### src/include/wdt_regs.svh
`ifndef WDT_REGS_SVH
`define WDT_REGS_SVH

// ----------------------------------------------------------------------
// Register indices; byte address is four times the index
// ----------------------------------------------------------------------
`define WDT_IDX_RST_CTL      8'hAB
`define WDT_IDX_MAIN_CTL     8'hD8
`define WDT_IDX_EXT_IRQ_EN   8'hE8

// ----------------------------------------------------------------------
// Field positions
// ----------------------------------------------------------------------
`define WDT_MAIN_RUN_EN_BIT  7
`define WDT_MAIN_CLEAR_BIT   6
`define WDT_MAIN_TFLAG_BIT   5
`define WDT_MAIN_SLEEP_BIT   4
`define WDT_MAIN_RFLAG_BIT   3
`define WDT_MAIN_ISEL_LSB    0
`define WDT_RCTL_FN_EN_BIT   0
`define WDT_EIE_WDT_BIT      4

// ----------------------------------------------------------------------
// Reset values
// ----------------------------------------------------------------------
`define WDT_RST_CTL_RESET    8'h00
`define WDT_EIE_RESET        8'h00
`define WDT_ISEL_RESET       3'h0
`define WDT_FN_EN_RESET      1'b0

// ----------------------------------------------------------------------
// Timing counts in oscillator ticks
// ----------------------------------------------------------------------
`define WDT_BASE_TICKS_LOG2  6
`define WDT_GRACE_TICKS      10'h200

`endif

### src/include/wdt_pkg.sv
package wdt_pkg;

    typedef enum logic [0:0]
    {
        ST_COUNT = 1'b0,
        ST_GRACE = 1'b1
    } grace_state_t;

    typedef enum logic [1:0]
    {
        SEL_NONE = 2'b00,
        SEL_RCTL = 2'b01,
        SEL_MAIN = 2'b10,
        SEL_EIE  = 2'b11
    } reg_sel_t;

    typedef struct packed
    {
        logic       valid;
        logic       write;
        logic [7:0] index;
    } bus_req_t;

    typedef struct packed
    {
        logic       run_enable;
        logic       timeout_flag;
        logic       run_in_sleep;
        logic       watchdog_reset_flag;
        logic [2:0] interval_select;
    } main_ctrl_t;

endpackage : wdt_pkg

### src/rtl/wdt_tick_counter.sv
`timescale 1ns/1ps
`include "wdt_regs.svh"

module wdt_tick_counter
    import wdt_pkg::*;
(
    input  wire logic        clk,
    input  wire logic        rst_b,
    input  wire logic        tick,
    input  wire logic        run,
    input  wire logic        clear,
    input  wire logic [2:0]  interval,
    input  wire logic        rst_fn_en,
    output logic      [14:0] count,
    output logic             timeout,
    output logic             expire
);

    function automatic logic [8:0] prescale_div(input logic [2:0] code);
        case (code)
            3'h0:    prescale_div = 9'h001;
            3'h1:    prescale_div = 9'h002;
            3'h2:    prescale_div = 9'h008;
            3'h3:    prescale_div = 9'h010;
            3'h4:    prescale_div = 9'h020;
            3'h5:    prescale_div = 9'h040;
            3'h6:    prescale_div = 9'h080;
            default: prescale_div = 9'h100;
        endcase
    endfunction : prescale_div

    logic [14:0]  cnt_q;
    logic [14:0]  cnt_d;
    logic [9:0]   grace_q;
    logic [9:0]   grace_d;
    grace_state_t state_q;
    grace_state_t state_d;
    logic         timeout_q;
    logic         expire_q;

    wire logic [14:0] limit    = {prescale_div(interval),
                                  {`WDT_BASE_TICKS_LOG2{1'b0}}};
    wire logic        step     = tick && run;
    wire logic        at_limit = (cnt_q == (limit - 15'h0001));
    wire logic        to_d     = !clear && step && at_limit;
    wire logic        grace_end = (grace_q == (`WDT_GRACE_TICKS - 10'h001));
    wire logic        exp_d    = !clear && step && rst_fn_en
                                 && (state_q == ST_GRACE) && grace_end;

    // ----------------------------------------------------------------------
    // Count and grace sequence
    // ----------------------------------------------------------------------
    // A clear in the same cycle as a tick wins, so a clear is never lost
    assign cnt_d = clear ? 15'h0000 :
                   !step ? cnt_q :
                   at_limit ? 15'h0000 : cnt_q + 15'h0001;

    always_comb
    begin
        state_d = state_q;
        grace_d = grace_q;
        case (state_q)
            ST_COUNT:
            begin
                if (to_d && rst_fn_en)
                begin
                    state_d = ST_GRACE;
                    grace_d = 10'h000;
                end
            end
            ST_GRACE:
            begin
                if (!rst_fn_en || exp_d)
                begin
                    state_d = ST_COUNT;
                    grace_d = 10'h000;
                end
                else if (step)
                begin
                    grace_d = grace_q + 10'h001;
                end
            end
            default:
            begin
                state_d = ST_COUNT;
                grace_d = 10'h000;
            end
        endcase
        if (clear)
        begin
            state_d = ST_COUNT;
            grace_d = 10'h000;
        end
    end

    always_ff @(posedge clk or negedge rst_b)
    begin
        if (!rst_b)
        begin
            cnt_q     <= 15'h0000;
            grace_q   <= 10'h000;
            state_q   <= ST_COUNT;
            timeout_q <= 1'b0;
            expire_q  <= 1'b0;
        end
        else
        begin
            cnt_q     <= cnt_d;
            grace_q   <= grace_d;
            state_q   <= state_d;
            timeout_q <= to_d;
            expire_q  <= exp_d;
        end
    end

    assign count   = cnt_q;
    assign timeout = timeout_q;
    assign expire  = expire_q;

    // ----------------------------------------------------------------------
    // Checks
    // ----------------------------------------------------------------------
    a_clear_zeroes_count: assert property (
        @(posedge clk) disable iff (!rst_b)
        clear |=> (cnt_q == 15'h0000))
        else $error("count not zero after clear");

    a_tick_advances: assert property (
        @(posedge clk) disable iff (!rst_b)
        (step && !clear && !at_limit) |=> (cnt_q == $past(cnt_q) + 15'h0001))
        else $error("count did not advance on tick");

    a_timeout_at_limit: assert property (
        @(posedge clk) disable iff (!rst_b)
        $rose(timeout_q) |-> ($past(cnt_q) == ($past(limit) - 15'h0001)))
        else $error("timeout not at selected limit");

    a_grace_expiry: assert property (
        @(posedge clk) disable iff (!rst_b)
        expire_q |-> ($past(grace_q) == 10'h1FF && $past(state_q) == ST_GRACE))
        else $error("reset not 512 ticks after timeout");

endmodule : wdt_tick_counter

### src/rtl/wdt_timeout_reset.sv
// Local design decision: the AHB-Lite register port.
`timescale 1ns/1ps
`include "wdt_regs.svh"

// Functional notes
// - Writing one to counter clear zeroes the count; the bit self-clears.
// - Clearing run enable (bit 7) stops the count and zeroes it.
// - With run enable at one, the count advances on oscillator ticks.
// - Interval select bits 2:0 pick divisor 1,2,8,16,32,64,128,256.
// - Time-out comes after divisor times 64 ticks since the last clear.
// - At time-out hardware sets the time-out flag, bit 5.
// - With reset function on, no clear within 512 ticks gives reset.
// - With reset function on, time-out still flags and interrupts first.
// - Reset flag bit 3: set by watchdog reset, cleared by power-on.
// - After every reset, run enable loads the inverted config bit.
// - Run-in-sleep bit 4 zero halts count in sleep; one keeps running.
// - Count clears on entering and on leaving sleep.
// - Time-out wakes the system and raises an interrupt event.
// - Run-in-sleep and interval select clear only at power-on.
// - Reset function enable, bit 0, clears only at power-on.
// - Interrupt reaches the core only with enable bit 4 set.
// - Both control registers accept writes only under timed access.
// - Interrupt-only use: reset function off, flag polled, clear reused.

module wdt_timeout_reset
    import wdt_pkg::*;
(
    input  wire logic        CLK,
    input  wire logic        RST_B,
    input  wire logic        HSEL,
    input  wire logic [31:0] HADDR,
    input  wire logic [1:0]  HTRANS,
    input  wire logic        HWRITE,
    input  wire logic [2:0]  HSIZE,
    input  wire logic [31:0] HWDATA,
    input  wire logic        HREADY,
    output logic             HREADYOUT,
    output logic      [31:0] HRDATA,
    output logic             HRESP,
    input  wire logic        OSC_TICK,
    input  wire logic        SLEEP_MODE,
    input  wire logic        TIMED_ACCESS_OPEN,
    input  wire logic        CONFIG_WATCHDOG_BIT,
    input  wire logic        OTHER_RESET,
    output logic             TIMEOUT_IRQ,
    output logic             WAKE_UP,
    output logic             WATCHDOG_RESET
);

    function automatic reg_sel_t reg_decode(input logic [7:0] idx);
        case (idx)
            `WDT_IDX_RST_CTL:    reg_decode = SEL_RCTL;
            `WDT_IDX_MAIN_CTL:   reg_decode = SEL_MAIN;
            `WDT_IDX_EXT_IRQ_EN: reg_decode = SEL_EIE;
            default:             reg_decode = SEL_NONE;
        endcase
    endfunction : reg_decode

    bus_req_t    req_q;
    bus_req_t    req_d;
    logic        hready_q;
    logic [31:0] hrdata_q;
    main_ctrl_t  main_q;
    main_ctrl_t  main_d;
    logic        rst_fn_en_q;
    logic [7:0]  eie_q;
    logic        por_load_q;
    logic        sleep_q;
    logic        irq_q;
    logic        wake_q;
    logic        wdt_rst_q;
    logic [14:0] cnt_w;
    logic        timeout_w;
    logic        expire_w;

    // ----------------------------------------------------------------------
    // Bus decode
    // ----------------------------------------------------------------------
    wire logic addr_take = HSEL && HTRANS[1] && HREADY;

    assign req_d = !HREADY ? req_q :
                   addr_take ? bus_req_t'{valid: 1'b1, write: HWRITE,
                                          index: HADDR[9:2]} :
                   bus_req_t'{valid: 1'b0, write: 1'b0, index: 8'h00};

    wire reg_sel_t wr_sel = reg_decode(req_q.index);
    wire logic     wr_en  = req_q.valid && req_q.write && hready_q;
    // Protected registers silently drop writes outside the access window
    wire logic wr_main = wr_en && wr_sel == SEL_MAIN
                         && TIMED_ACCESS_OPEN;
    wire logic wr_rctl = wr_en && wr_sel == SEL_RCTL
                         && TIMED_ACCESS_OPEN;
    wire logic wr_eie  = wr_en && wr_sel == SEL_EIE;
    wire logic rd_load = req_q.valid && !req_q.write && !hready_q;

    wire logic [7:0] main_rd = {main_q.run_enable, 1'b0,
                                main_q.timeout_flag, main_q.run_in_sleep,
                                main_q.watchdog_reset_flag,
                                main_q.interval_select};

    wire logic [7:0] rd_byte = (wr_sel == SEL_MAIN) ? main_rd :
                               (wr_sel == SEL_RCTL) ? {7'h00, rst_fn_en_q} :
                               (wr_sel == SEL_EIE)  ? eie_q : 8'h00;

    // ----------------------------------------------------------------------
    // Bus slave: writes land with no wait, reads take one wait state
    // ----------------------------------------------------------------------
    // The read wait lets a read that follows a write see the new value
    always_ff @(posedge CLK or negedge RST_B)
    begin
        if (!RST_B)
        begin
            req_q    <= '{valid: 1'b0, write: 1'b0, index: 8'h00};
            hready_q <= 1'b1;
            hrdata_q <= 32'h0000_0000;
        end
        else
        begin
            req_q    <= req_d;
            hready_q <= !(addr_take && !HWRITE);
            hrdata_q <= rd_load ? {24'h00_0000, rd_byte} : hrdata_q;
        end
    end

    // ----------------------------------------------------------------------
    // Control state
    // ----------------------------------------------------------------------
    wire logic soft_rst  = OTHER_RESET || wdt_rst_q;
    wire logic clr_write = wr_main && HWDATA[`WDT_MAIN_CLEAR_BIT];
    wire logic sleep_edge = SLEEP_MODE != sleep_q;
    wire logic core_clear = clr_write || !main_q.run_enable
                            || sleep_edge || soft_rst || por_load_q;
    wire logic core_run  = main_q.run_enable
                           && (!SLEEP_MODE || main_q.run_in_sleep);

    always_comb
    begin
        main_d = main_q;
        // Hardware set beats a same-cycle software clear
        main_d.timeout_flag = timeout_w || main_q.timeout_flag;
        if (wr_main)
        begin
            main_d.run_enable = HWDATA[`WDT_MAIN_RUN_EN_BIT];
            main_d.run_in_sleep = HWDATA[`WDT_MAIN_SLEEP_BIT];
            main_d.interval_select = HWDATA[`WDT_MAIN_ISEL_LSB +: 3];
            main_d.timeout_flag = timeout_w || (main_q.timeout_flag
                && HWDATA[`WDT_MAIN_TFLAG_BIT]);
            main_d.watchdog_reset_flag = main_q.watchdog_reset_flag
                && HWDATA[`WDT_MAIN_RFLAG_BIT];
        end
        if (soft_rst || por_load_q)
        begin
            main_d.run_enable = !CONFIG_WATCHDOG_BIT;
            main_d.timeout_flag = 1'b0;
        end
        if (wdt_rst_q)
        begin
            main_d.watchdog_reset_flag = 1'b1;
        end
    end

    // Power-on reset is the only asynchronous reset; other resets keep
    // the sleep, interval and reset-function fields; of them, only a watchdog reset changes the reset flag, which it sets.
    always_ff @(posedge CLK or negedge RST_B)
    begin
        if (!RST_B)
        begin
            main_q      <= '{run_enable: 1'b0, timeout_flag: 1'b0,
                             run_in_sleep: 1'b0, watchdog_reset_flag: 1'b0,
                             interval_select: `WDT_ISEL_RESET};
            rst_fn_en_q <= `WDT_FN_EN_RESET;
            eie_q       <= `WDT_EIE_RESET;
            por_load_q  <= 1'b1;
        end
        else
        begin
            main_q      <= main_d;
            rst_fn_en_q <= wr_rctl ? HWDATA[`WDT_RCTL_FN_EN_BIT]
                                   : rst_fn_en_q;
            eie_q       <= soft_rst ? `WDT_EIE_RESET :
                           wr_eie ? HWDATA[7:0] : eie_q;
            por_load_q  <= 1'b0;
        end
    end

    // ----------------------------------------------------------------------
    // Outputs and sleep tracking
    // ----------------------------------------------------------------------
    always_ff @(posedge CLK or negedge RST_B)
    begin
        if (!RST_B)
        begin
            sleep_q   <= 1'b0;
            irq_q     <= 1'b0;
            wake_q    <= 1'b0;
            wdt_rst_q <= 1'b0;
        end
        else
        begin
            sleep_q   <= SLEEP_MODE;
            irq_q     <= main_q.timeout_flag
                         && eie_q[`WDT_EIE_WDT_BIT];
            wake_q    <= timeout_w;
            wdt_rst_q <= expire_w && rst_fn_en_q;
        end
    end

    assign HREADYOUT      = hready_q;
    assign HRDATA         = hrdata_q;
    assign HRESP          = 1'b0;
    assign TIMEOUT_IRQ    = irq_q;
    assign WAKE_UP        = wake_q;
    assign WATCHDOG_RESET = wdt_rst_q;

    // ----------------------------------------------------------------------
    // Tick counter
    // ----------------------------------------------------------------------
    wdt_tick_counter u_counter
    (
        .clk       (CLK),
        .rst_b     (RST_B),
        .tick      (OSC_TICK),
        .run       (core_run),
        .clear     (core_clear),
        .interval  (main_q.interval_select),
        .rst_fn_en (rst_fn_en_q),
        .count     (cnt_w),
        .timeout   (timeout_w),
        .expire    (expire_w)
    );

    // ----------------------------------------------------------------------
    // Checks
    // ----------------------------------------------------------------------
    a_stop_clears_count: assert property (
        @(posedge CLK) disable iff (!RST_B)
        !main_q.run_enable |=> (cnt_w == 15'h0000))
        else $error("count not held at zero while stopped");

    a_flag_on_timeout: assert property (
        @(posedge CLK) disable iff (!RST_B)
        (timeout_w && !soft_rst && !por_load_q) |=> main_q.timeout_flag)
        else $error("time-out flag not set");

    a_flag_sticky: assert property (
        @(posedge CLK) disable iff (!RST_B)
        (main_q.timeout_flag && !soft_rst && !wr_main)
            |=> main_q.timeout_flag)
        else $error("time-out flag dropped without software");

    a_reset_sets_flag: assert property (
        @(posedge CLK) disable iff (!RST_B)
        wdt_rst_q |=> (main_q.watchdog_reset_flag
                       && main_q.run_enable == !$past(CONFIG_WATCHDOG_BIT)))
        else $error("watchdog reset did not set flag or reload enable");

    a_sleep_edge_clear: assert property (
        @(posedge CLK) disable iff (!RST_B)
        sleep_edge |=> (cnt_w == 15'h0000))
        else $error("count not cleared on sleep change");

    a_sleep_halts: assert property (
        @(posedge CLK) disable iff (!RST_B)
        (SLEEP_MODE && !main_q.run_in_sleep && !core_clear)
            |=> $stable(cnt_w))
        else $error("count moved in sleep without run-in-sleep");

    a_wake_follows: assert property (
        @(posedge CLK) disable iff (!RST_B)
        timeout_w |=> WAKE_UP ##1 !WAKE_UP)
        else $error("wake pulse missing after time-out");

    a_irq_gated: assert property (
        @(posedge CLK) disable iff (!RST_B)
        TIMEOUT_IRQ |-> $past(eie_q[`WDT_EIE_WDT_BIT]))
        else $error("interrupt raised while disabled");

    a_protect_write: assert property (
        @(posedge CLK) disable iff (!RST_B)
        (wr_en && !TIMED_ACCESS_OPEN) |=> ($stable(rst_fn_en_q)
            && $stable(main_q.interval_select)))
        else $error("protected register changed without timed access");

endmodule : wdt_timeout_reset

### config.mk
export PLATFORM = sky130hd
export DESIGN_NAME = wdt_timeout_reset
export DESIGN_NICKNAME = d
export VERILOG_FILES = /design/src/include/wdt_pkg.sv /design/src/rtl/wdt_tick_counter.sv /design/src/rtl/wdt_timeout_reset.sv
export VERILOG_INCLUDE_DIRS = /design/src /design/src/include
export SDC_FILE = /design/constraint.sdc
export NUM_CORES = 1
export LEC_CHECK = 0
export ABC_AREA = 1
export BUFFER_PORTS_ARGS = -buffer_cell sky130_fd_sc_hd__buf_4
export CAP_MARGIN = 20
export CORE_MARGIN = 1
export CORE_UTILIZATION = 50
export DETAILED_ROUTE_END_ITERATION = 10
export GPL_TIMING_DRIVEN = 1
export MAX_ROUTING_LAYER = met4
export PLACE_DENSITY = 0.75
export SKIP_CTS_REPAIR_TIMING = 1
export SYNTH_ARGS = -nofsm -noshare
export SYNTH_HDL_FRONTEND = slang
export SYNTH_SLANG_ARGS = --single-unit
### constraint.sdc
create_clock -name CLK -period 5.1 [get_ports CLK]
set_input_delay 0.255 -clock CLK [delete_from_list [all_inputs] [get_ports CLK]]
set_output_delay 0.255 -clock CLK [all_outputs]
set_load 0.03 [all_outputs]
; Word level (Yosys, flattened, before mapping)
; Index checks and enable logic that the tools add are counted.
[classes]
muxes = 23
eq_ne = 17
reduce_logical = 50
n_addsub = 3
bitwise_logic = 1
[op_table]
columns = cell, count
row1 = 9-bit one-hot mux with 7 select lines, 1
row2 = 10-bit two-way mux, 5
row3 = 15-bit two-way mux, 3
row4 = 8-bit two-way mux, 5
row5 = 1-bit logical AND, 25
row6 = "8-bit equality test, second input constant", 3
row7 = 10-bit one-hot mux with 2 select lines, 1
row8 = "15-bit by 1-bit adder with 15-bit output, second input constant", 1
row9 = 15-bit equality test, 1
row10 = "15-bit by 1-bit subtractor with 15-bit output, second input constant", 1
row11 = "10-bit by 1-bit adder with 10-bit output, second input constant", 1
row12 = "10-bit by 9-bit equality test with 1-bit output, second input constant", 1
row13 = 1-bit logical OR, 10
row14 = "3-bit equality test, second input constant", 3
row15 = 1-bit logical NOT, 9
row16 = 2-bit nonzero test, 4
row17 = 7-bit two-way mux, 1
row18 = "3-bit by 2-bit equality test with 1-bit output, second input constant", 2
row19 = 2-bit one-hot mux with 3 select lines, 1
row20 = "2-bit equality test, second input constant", 2
row21 = 1-bit two-way mux, 4
row22 = "4-bit by 3-bit != test with 1-bit output, second input constant", 1
row23 = "3-bit by 1-bit equality test with 1-bit output, second input constant", 1
row24 = 3-bit logical NOT, 1
row25 = 7 further kinds, 7
[word_totals]
reg_bits = 68
wordCells = 116
out_inout_bits = 37
input_bits = 79

; Longest topological paths before layout
; Gate-level depths: netlist (run 1).
[logic_depth]
depth_word = 19
depth_mapped = 19
ltp_nobuf = 17

; Hierarchy
; From an unflattened synthesis (run 1), not the netlist that was laid out.
[unflattened]
cells_unflattened = 496
area_unflattened_um2 = 3883.7
[modules_own_cells]
columns = mod, seq_area_each_um2, area_each_um2, instances, cells_per_inst
row1 = wdt_timeout_reset, 1003.5, 1973.1, 1, 225
row2 = wdt_tick_counter, 700.7, 1910.6, 1, 271

; Least setup slack after synthesis (run 1)
; No wires, ideal clock.
[synth_path]
path_type = reg-to-reg
startpoint = register main_q[1] (netlist name)
endpoint = register u_counter.cnt_q[8] (netlist: u_counter.count[8])
n_path_buf = 2
path_stages_with_launch = 20
period_less_slack_ns = 2.302
t_arrival_ns = 2.181
setup_ns = 0.122
slack_ns = 2.798
required_ns = 4.978
path_cell_list = dfrtp_1 -> buf_2 -> nor2_4 -> nand2_1 -> ha_1 -> ha_1 -> inv_1 -> nand2_1 -> nand2_1 -> nor2_1 -> nand2_1 -> nor2_1 -> nand3_1 -> nor2_1 -> nand2_1 -> nand2_1 -> inv_2 -> buf_6 -> nand3_1 -> o21ai_1
[synth_between]
elab_chain_len = 7
elab_cells_between_ends = 13
cone_classes = 1 x add/sub / 7 x eq/ne / 4 x mux / 1 x reduce/logical
[synth_lines]
columns = element, line_no
row1 = start: declaration, wdt_timeout_reset.sv:63  ; main_ctrl_t main_q;
row2 = start signal: assignment, wdt_timeout_reset.sv:168  ; main_q <= '{run_enable: 1'b0, timeout_flag: 1'b0,
row3 = start signal: assignment, wdt_timeout_reset.sv:177  ; main_q <= main_d;
row4 = 3-bit equality test (tied with other cells), wdt_tick_counter.sv:20  ; case (code)
row5 = 9-bit one-hot mux with 7 select lines (*), wdt_tick_counter.sv:20
row6 = 15-bit by 1-bit subtractor with 15-bit output (*), wdt_tick_counter.sv:44  ; wire logic at_limit = (cnt_q == (limit - 15'h0001));
row7 = 15-bit equality test (*), wdt_tick_counter.sv:44
row8 = 15-bit two-way mux (*), wdt_tick_counter.sv:56  ; at_limit ? 15'h0000 : cnt_q + 15'h0001;
row9 = 15-bit two-way mux (*), wdt_tick_counter.sv:55  ; !step ? cnt_q :
row10 = 15-bit two-way mux (*), wdt_tick_counter.sv:54  ; assign cnt_d = clear ? 15'h0000 :
row11 = end signal: assignment, wdt_tick_counter.sv:108  ; cnt_q <= cnt_d;
row12 = end: declaration, wdt_tick_counter.sv:32  ; logic [14:0] cnt_q;
; Mark *: on every way between the ends. The rest lies on a longest branch, timed or not. The select of a mux whose other input is x is not followed.
; A chain may end at the register's enable or synchronous reset.

; Worst setup path in the final report (run 1)
[layout_path]
startpoint = register main_q[1] (netlist name)
endpoint = register u_counter.grace_q[3]
[layout_between]
elab_chain_len = 8
elab_cells_between_ends = 14
cone_classes = 1 x add/sub / 8 x eq/ne / 1 x mux / 4 x reduce/logical
[layout_lines]
columns = element, line_no
row1 = 3-bit equality test (tied with other cells), wdt_tick_counter.sv:20
row2 = 9-bit one-hot mux with 7 select lines (*), wdt_tick_counter.sv:20
row3 = 15-bit by 1-bit subtractor with 15-bit output (*), wdt_tick_counter.sv:44
row4 = 15-bit equality test (*), wdt_tick_counter.sv:44
row5 = 1-bit logical AND (*), wdt_tick_counter.sv:45  ; wire logic to_d = !clear && step && at_limit;
row6 = 1-bit logical AND (*), wdt_tick_counter.sv:65  ; if (to_d && rst_fn_en)
row7 = 3-bit by 1-bit != test with 1-bit output (no line) (*), --
row8 = 2-bit AND reduction (no line) (*), --
row9 = end signal: assignment, wdt_tick_counter.sv:109  ; grace_q <= grace_d;
row10 = end: declaration, wdt_tick_counter.sv:34  ; logic [9:0] grace_q;
; Mark *: on every way between the ends. The rest lies on a longest branch, timed or not.

==> qor.csv, run 1 <==
metric,value,unit
Reg-to-Reg Start,main_q[1]$_DFFE_PN0P_,
All-Layer GR Usage,22.8,%
status,"complete, but fails checks",
DR WL/cell,12.1,µm
Worst Setup Path Type,reg2reg,
final hold violation count,3,
Fill cells,683,
"Seq/Total Area, Yosys",45.7,%
Synth Cell Area,3730,µm²
failing checks,negative hold slack,
Synth area leaders,"dfrtp_1 44%, nand2_1 12%, inv_1 7.2%",
share of layout cells above drive strength 1,13.3,%
P_sw,286,µW
largest net degree at the start of global routing,69,
Post-synth EDFFs,0,
GRT overflow,0,
first-pass GRT wire length,13.2,mm
critical path startpoint category,flip-flop,
Max Clk Rate,0.343,GHz
share of total power in the clock network,46.6,%
Worst Hold Class,in2async,
Synth Flop Type,dfrtp_1,
library cells used by synthesis,36,
vias in the first global route,3019,
H-Tree Depth,3,
worst hold slack,-0.00643,ns
arrival time of the worst setup path,3.16,ns
worst r2r dst,u_counter.grace_q[3]$_DFFE_PN0P_,
Synth Warn #,0,
max-slew violations,0,
Worst Max-Slew Pin Slew,0.858,ns
RSZ-0062 raised after global routing,no,
total CTS buffers,9,
Cell Rows,31,
die area,7810,µm²
worst vdd ir,0.144,mV
Post-Route WL,7.67,mm
P&R area growth vs syn,13.6,%
crit path time final,2.92,ns
Max Buffers Root-to-Sink,2,
Setup crit end kind,flip-flop,
Tcrit/Tclk final,57.2,%
Initial Util,51.7,%
Diodes inserted,0,
Final HPWL DP,5.37,mm
fraction of registers with async set/reset,100,%
Commonest cells post-synth,"123 x nand2_1, 72 x inv_1, 66 x dfrtp_1, 43 x nand3_1, 36 x nor2_1",
Seq pwr share,46.4,%
die height,88.4,µm
setup_tns,0,ns
initial antenna violation count,0,
Avg Vias per Cell,5.07,
GP Congestion,0.814,
total power,1200,µW
core area,7210,µm²
Clock Latency Late Sink,0.36,ns
reg2reg setup slack,2.18,ns
cell taking the most area after synthesis,dfrtp_1,
switch share,23.9,%
Clock Sinks,68,
DR DRC count,0,
share of the synthesized area in the top cell type,44.3,%
I/O pins,116,
# port buffers,38,
# Max-Cap Violations,0,
Comb power frac,7.0,%
worst clock skew,0.00944,ns
Slew headroom,42.8,%
clock slew at reported path FFs,0.08,ns
"critical path fanouts, max",11,
Root Driver,clkbuf_8,
DRT iter0 DRCs,166,
CTS tree,done,
Synth Instances,487,
die span in x,88.4,µm
Lkg Pwr,0.00209,µW
final net count,610,
final setup violation count,0,
vias post-DR,3199,
Synth Register Bits,68,
FF-to-FF path depth,17,
router iterations before antenna repair,4,
pwr dens,282,nW/µm²
syn avg cell area,7.66,µm²
WP data required,5.34,ns
most common cell in the netlist,nand2_1,
Internal Power,910,µW
final antenna-violating net count,0,
[worst max-delay path, stage by stage, from the launching register on]
cell and delay, ns:
dfrtp_1 0.49, nor2_4 0.18, nand2_1 0.09, ha_1 0.28, ha_1 0.34, inv_1 0.05
nand2_1 0.06, nand2_1 0.05, nor2_1 0.09, nand2_1 0.05, nor2_1 0.10, nand3_1 0.09
nor2_1 0.17, nand4_1 0.16, nand3_2 0.23, nand2_2 0.20, nand2_1 0.12, nand2_1 0.05
[cell type report]
type	count	area [µm²]	share of cell area, %
inverters	75	282	6.64
flip-flops and latches	68	1700	40.2
well taps	99	124	2.92
clock buffers	10	138	3.25
clock inverters	6	111	2.63
repair buffers	39	293	6.90
multi-input cells	334	1590	37.5
[layout by cell type (no fill, tap or decap), types with 2 or more instances in the layout]
master,Yosys,routed
a21oi_1,5,5
buf_4,26,39
bufinv_16,0,3
clkbuf_8,0,10
conb_1,1,26
dfrtp_1,66,66
dfstp_2,2,2
ha_1,4,4
inv_1,72,72
inv_2,2,2
nand2_1,123,123
nand2_2,4,4
nand3_1,43,43
nand3_2,2,2
nand4_1,10,10
nor2_1,36,36
nor2_2,2,2
nor2_4,2,2
nor3_1,5,5
o21ai_0,27,27
o21ai_1,8,8
o22ai_1,19,19
xor2_1,7,7
[registers in the layout, summed over array words and instances, names as in the netlist, 7 cells and up]
signal / cells
HRDATA: 8
eie_q: 8
main_q: 7
req_q: 10
u_counter.count: 15
u_counter.grace_q: 10
[layer usage]
layer | routed length, µm | up-vias | GRT usage (%)
met2 | 3850 | 86 | 38.2
li1 | - | 1586 | -
met3 | 342 | 9 | 6.25
met4 | 93 | 0 | 7.48
met1 | 3380 | 1518 | 26.4
met5 | 0 | - | -
[metrics by stage]
step / utilization (%) / area (µm²) / cells / setup WS [ns]
after floorplan: - / 3820 / 512 / 2.80
after global placement: 55.3 / 3990 / 615 / 2.32
after detailed placement: 55.3 / 3990 / 615 / 2.23
after CTS: 58.8 / 4240 / 631 / 2.21
after global routing: 58.8 / 4240 / 631 / 1.88
final: 58.8 / 4240 / 631 / 2.18
[how the worst max path moves through the flow]
| stage | from | end | slack (ns) | cells past startpoint |
|---|---|---|---|---|
| global route | main_q[2]$_DFFE_PN0P_ | u_counter.grace_q[6]$_DFFE_PN0P_ | 1.88 | 17 |
| CTS | main_q[1]$_DFFE_PN0P_ | u_counter.grace_q[3]$_DFFE_PN0P_ | 2.21 | 17 |
| floorplan | main_q[1]$_DFFE_PN0P_ | u_counter.count[8]$_DFFE_PN0P_ | 2.80 | 19 |
| detailed placement | main_q[0]$_DFFE_PN0P_ | u_counter.grace_q[3]$_DFFE_PN0P_ | 2.23 | 17 |
| global placement | main_q[2]$_DFFE_PN0P_ | u_counter.grace_q[1]$_DFFE_PN0P_ | 2.32 | 17 |
| finish | main_q[1]$_DFFE_PN0P_ | u_counter.grace_q[3]$_DFFE_PN0P_ | 2.18 | 17 |
[power by group through the flow]
stage | sequential [µW] | combinational (µW) | clock, µW
4_1_cts | 555 | 84.3 | 567
5_1_grt | 556 | 94.3 | 584
2_1_floorplan | 565 | 65.2 | 0
6_report | 555 | 83.3 | 557
3_5_place_dp | 566 | 84.1 | 0
3_3_place_gp | 565 | 82.5 | 0
[cells by family (layout without fill, tap and decap cells)]
logic type | count (synthesis) | in the layout | synth area share [%]
flip-flops | 68 | 68 | 45.7
adder cells (fa/ha/maj) | 4 | 4 | 1.34
other | 1 | 26 | 0.101
AND/OR/NAND/NOR | 231 | 231 | 27.0
AO/OA/AOI/OAI | 66 | 66 | 9.96
buffers and inverters | 110 | 130 | 14.3
XOR/XNOR | 7 | 7 | 1.64
No activity file was read; power rests on OpenSTA's default activity.
==> inputs of run 2 (changes only) <==
Settings changed: CORE_UTILIZATION 50 to 47, PLACE_DENSITY 0.75 to 0.74.
Clock period 5.1 ns to 2.4 ns, I/O delays scaled along.
==> run 2 against run 1 <==
Effect of this change:
- the run ends with negative setup slack left
- utilization rose by 0.14 points
- worst hold slack improved by 0.024 ns
- combinational power rose by 130%
- die area rose by 6.2%
==> qor.csv, run 2 (synthesized netlist as in run 1, its figures left out) <==
metric,value,unit
most frequent cells in the layout,"119 x nand2_1, 71 x inv_1, 65 x dfrtp_1",
All-Layer GR Usage,20.3,%
failing checks,negative setup slack,
switch share,25.4,%
Post-Route WL,7.92,mm
Worst Hold Class,in2reg,
P&R area growth vs syn,21.4,%
footprint of the multi-input gates,1680,µm²
Clock Sinks,68,
post-route cell area,4530,µm²
crit path time final,2.45,ns
Tcrit/Tclk final,102,%
total power,2440,µW
RSZ-0062 raised after global routing,yes,
largest net degree at the start of global routing,69,
Seq pwr share,48.4,%
register area,1710,µm²
worst clock skew,0.00843,ns
final hold violation count,0,
worst setup path startpoint,main_q[1]$_DFFE_PN0P_,
H-Tree Depth,3,
worst r2r dst,u_counter.grace_q[3]$_DFFE_PN0P_,
Hold EP,rst_fn_en_q$_DFFE_PN0P_,
GRT overflow,0,
Slew headroom,43.7,%
final net count,636,
PnR worst setup slack,-0.0484,ns
arrival time of the worst setup path,2.73,ns
Setup WS pre-CTS,-0.0923,ns
Setup crit end kind,flip-flop,
DR WL/cell,12.0,µm
setup_tns,-0.319,ns
router iterations before antenna repair,4,
"critical path fanouts, max",6,
worst vdd ir,0.277,mV
pwr dens,538,nW/µm²
WP data required,2.68,ns
max-slew violations,0,
FF-to-FF path depth,17,
core area,7690,µm²
first-pass GRT wire length,13.1,mm
final setup violation count,10,
Max Buffers Root-to-Sink,2,
DR DRC count,0,
Initial Util,48.5,%
vias in the first global route,2928,
final antenna-violating net count,0,
Worst Setup Path Type,reg2reg,
Internal Power,1820,µW
"most common cell after layout, fill and taps aside",nand2_1,
critical path startpoint category,flip-flop,
share of layout cells above drive strength 1,19.4,%
I/O pins,116,
Cell Rows,32,
Root Driver,clkbuf_8,
die area,8300,µm²
die height,91.1,µm
vias post-DR,3288,
Worst Max-Slew Pin Slew,0.845,ns
"non-filler cells, final",660,
total CTS buffers,9,
share of total power in the clock network,43.7,%
Final HPWL DP,5.58,mm
Diodes inserted,0,
# Max-Cap Violations,0,
die span in x,91.1,µm
CTS tree,done,
Reg-to-Reg Start,main_q[1]$_DFFE_PN0P_,
GP Congestion,0.830,
hold wc startpoint,HWDATA[0],
# port buffers,38,
Lkg Pwr,0.00220,µW
Clock Latency Late Sink,0.35,ns
P_sw,620,µW
DRT iter0 DRCs,194,
initial antenna violation count,0,
Area after DPL,4140,µm²
Hold Path Depth,3,
Max Clk Rate,0.408,GHz
Fill cells,697,
status,"complete, but fails checks",
Avg Vias per Cell,4.98,
clock slew at reported path FFs,0.07,ns
dpl cells,637,
max reg flops,15,
reg2reg setup slack,-0.05,ns
Comb power frac,7.8,%
run 2: cell types whose count changed in the layout (fill, tap and decap cells not counted), moves of 4 or more:
cell           previous run  this run
nand2_1                 123       119
nand3_2                   2         6
buf_4                    39        56
nand3_1                  43        38
dlygate4sd3_1             0         5
run 2: through the flow:
| stage | hold WS, ns | utilization [%] |
|---|---|---|
| 2_1_floorplan | -0.176 | - |
| 3_3_place_gp | 0.266 | 53.8 |
| 3_5_place_dp | 0.271 | 53.8 |
| 4_1_cts | -0.0948 | 56.7 |
| 5_1_grt | 0.0167 | 58.9 |
| 6_report | 0.0172 | 58.9 |
run 2: power groups by stage:
stage	sequential (µW)	clock, µW	combinational (µW)
2_1_floorplan	1200	0	138
3_3_place_gp	1200	0	178
3_5_place_dp	1200	0	180
4_1_cts	1180	1080	181
5_1_grt	1180	1140	211
6_report	1180	1060	191
run 2: final cells by class:
class                   instances  area share [%]
clock buffers                   9            2.73
clock inverters                 7            2.18
inverters                      75            6.33
multi-input cells             335            37.2
flip-flops and latches         68            37.7
well taps                     102            2.82
repair buffers                 64            11.1
run 2: metal layers:
layer / wire (µm) / up-vias / global-route usage, % / part of all wire, %
li1: - / 1645 / - / -
met1: 3520 / 1529 / 26.0 / 44
met2: 3850 / 98 / 31.7 / 49
met3: 369 / 16 / 3.02 / 4.7
met4: 178 / 0 / 9.39 / 2.2
met5: 0 / - / - / 0
run 2: worst max-delay path by stage:
stage,depth (start not counted),to
CTS,17,u_counter.grace_q[3]$_DFFE_PN0P_
global route,17,u_counter.grace_q[7]$_DFFE_PN0P_
global placement,17,u_counter.grace_q[3]$_DFFE_PN0P_
finish,17,u_counter.grace_q[3]$_DFFE_PN0P_
detailed placement,17,u_counter.grace_q[3]$_DFFE_PN0P_
floorplan,19,u_counter.count[8]$_DFFE_PN0P_
run 2: worst max-delay path, cell delays in order (launching register included):
cell and delay, ns:
dfrtp_2 0.45, inv_1 0.08, nand3_1 0.12, ha_4 0.20
ha_4 0.26, inv_2 0.03, nand2_1 0.05, nand2_1 0.04
nor2_1 0.07, nand2_1 0.05, nor2_1 0.11, nand3_1 0.10
nor2_2 0.15, nand4_1 0.19, nand3_4 0.20, buf_6 0.14
nand3_1 0.07, nand2_1 0.07
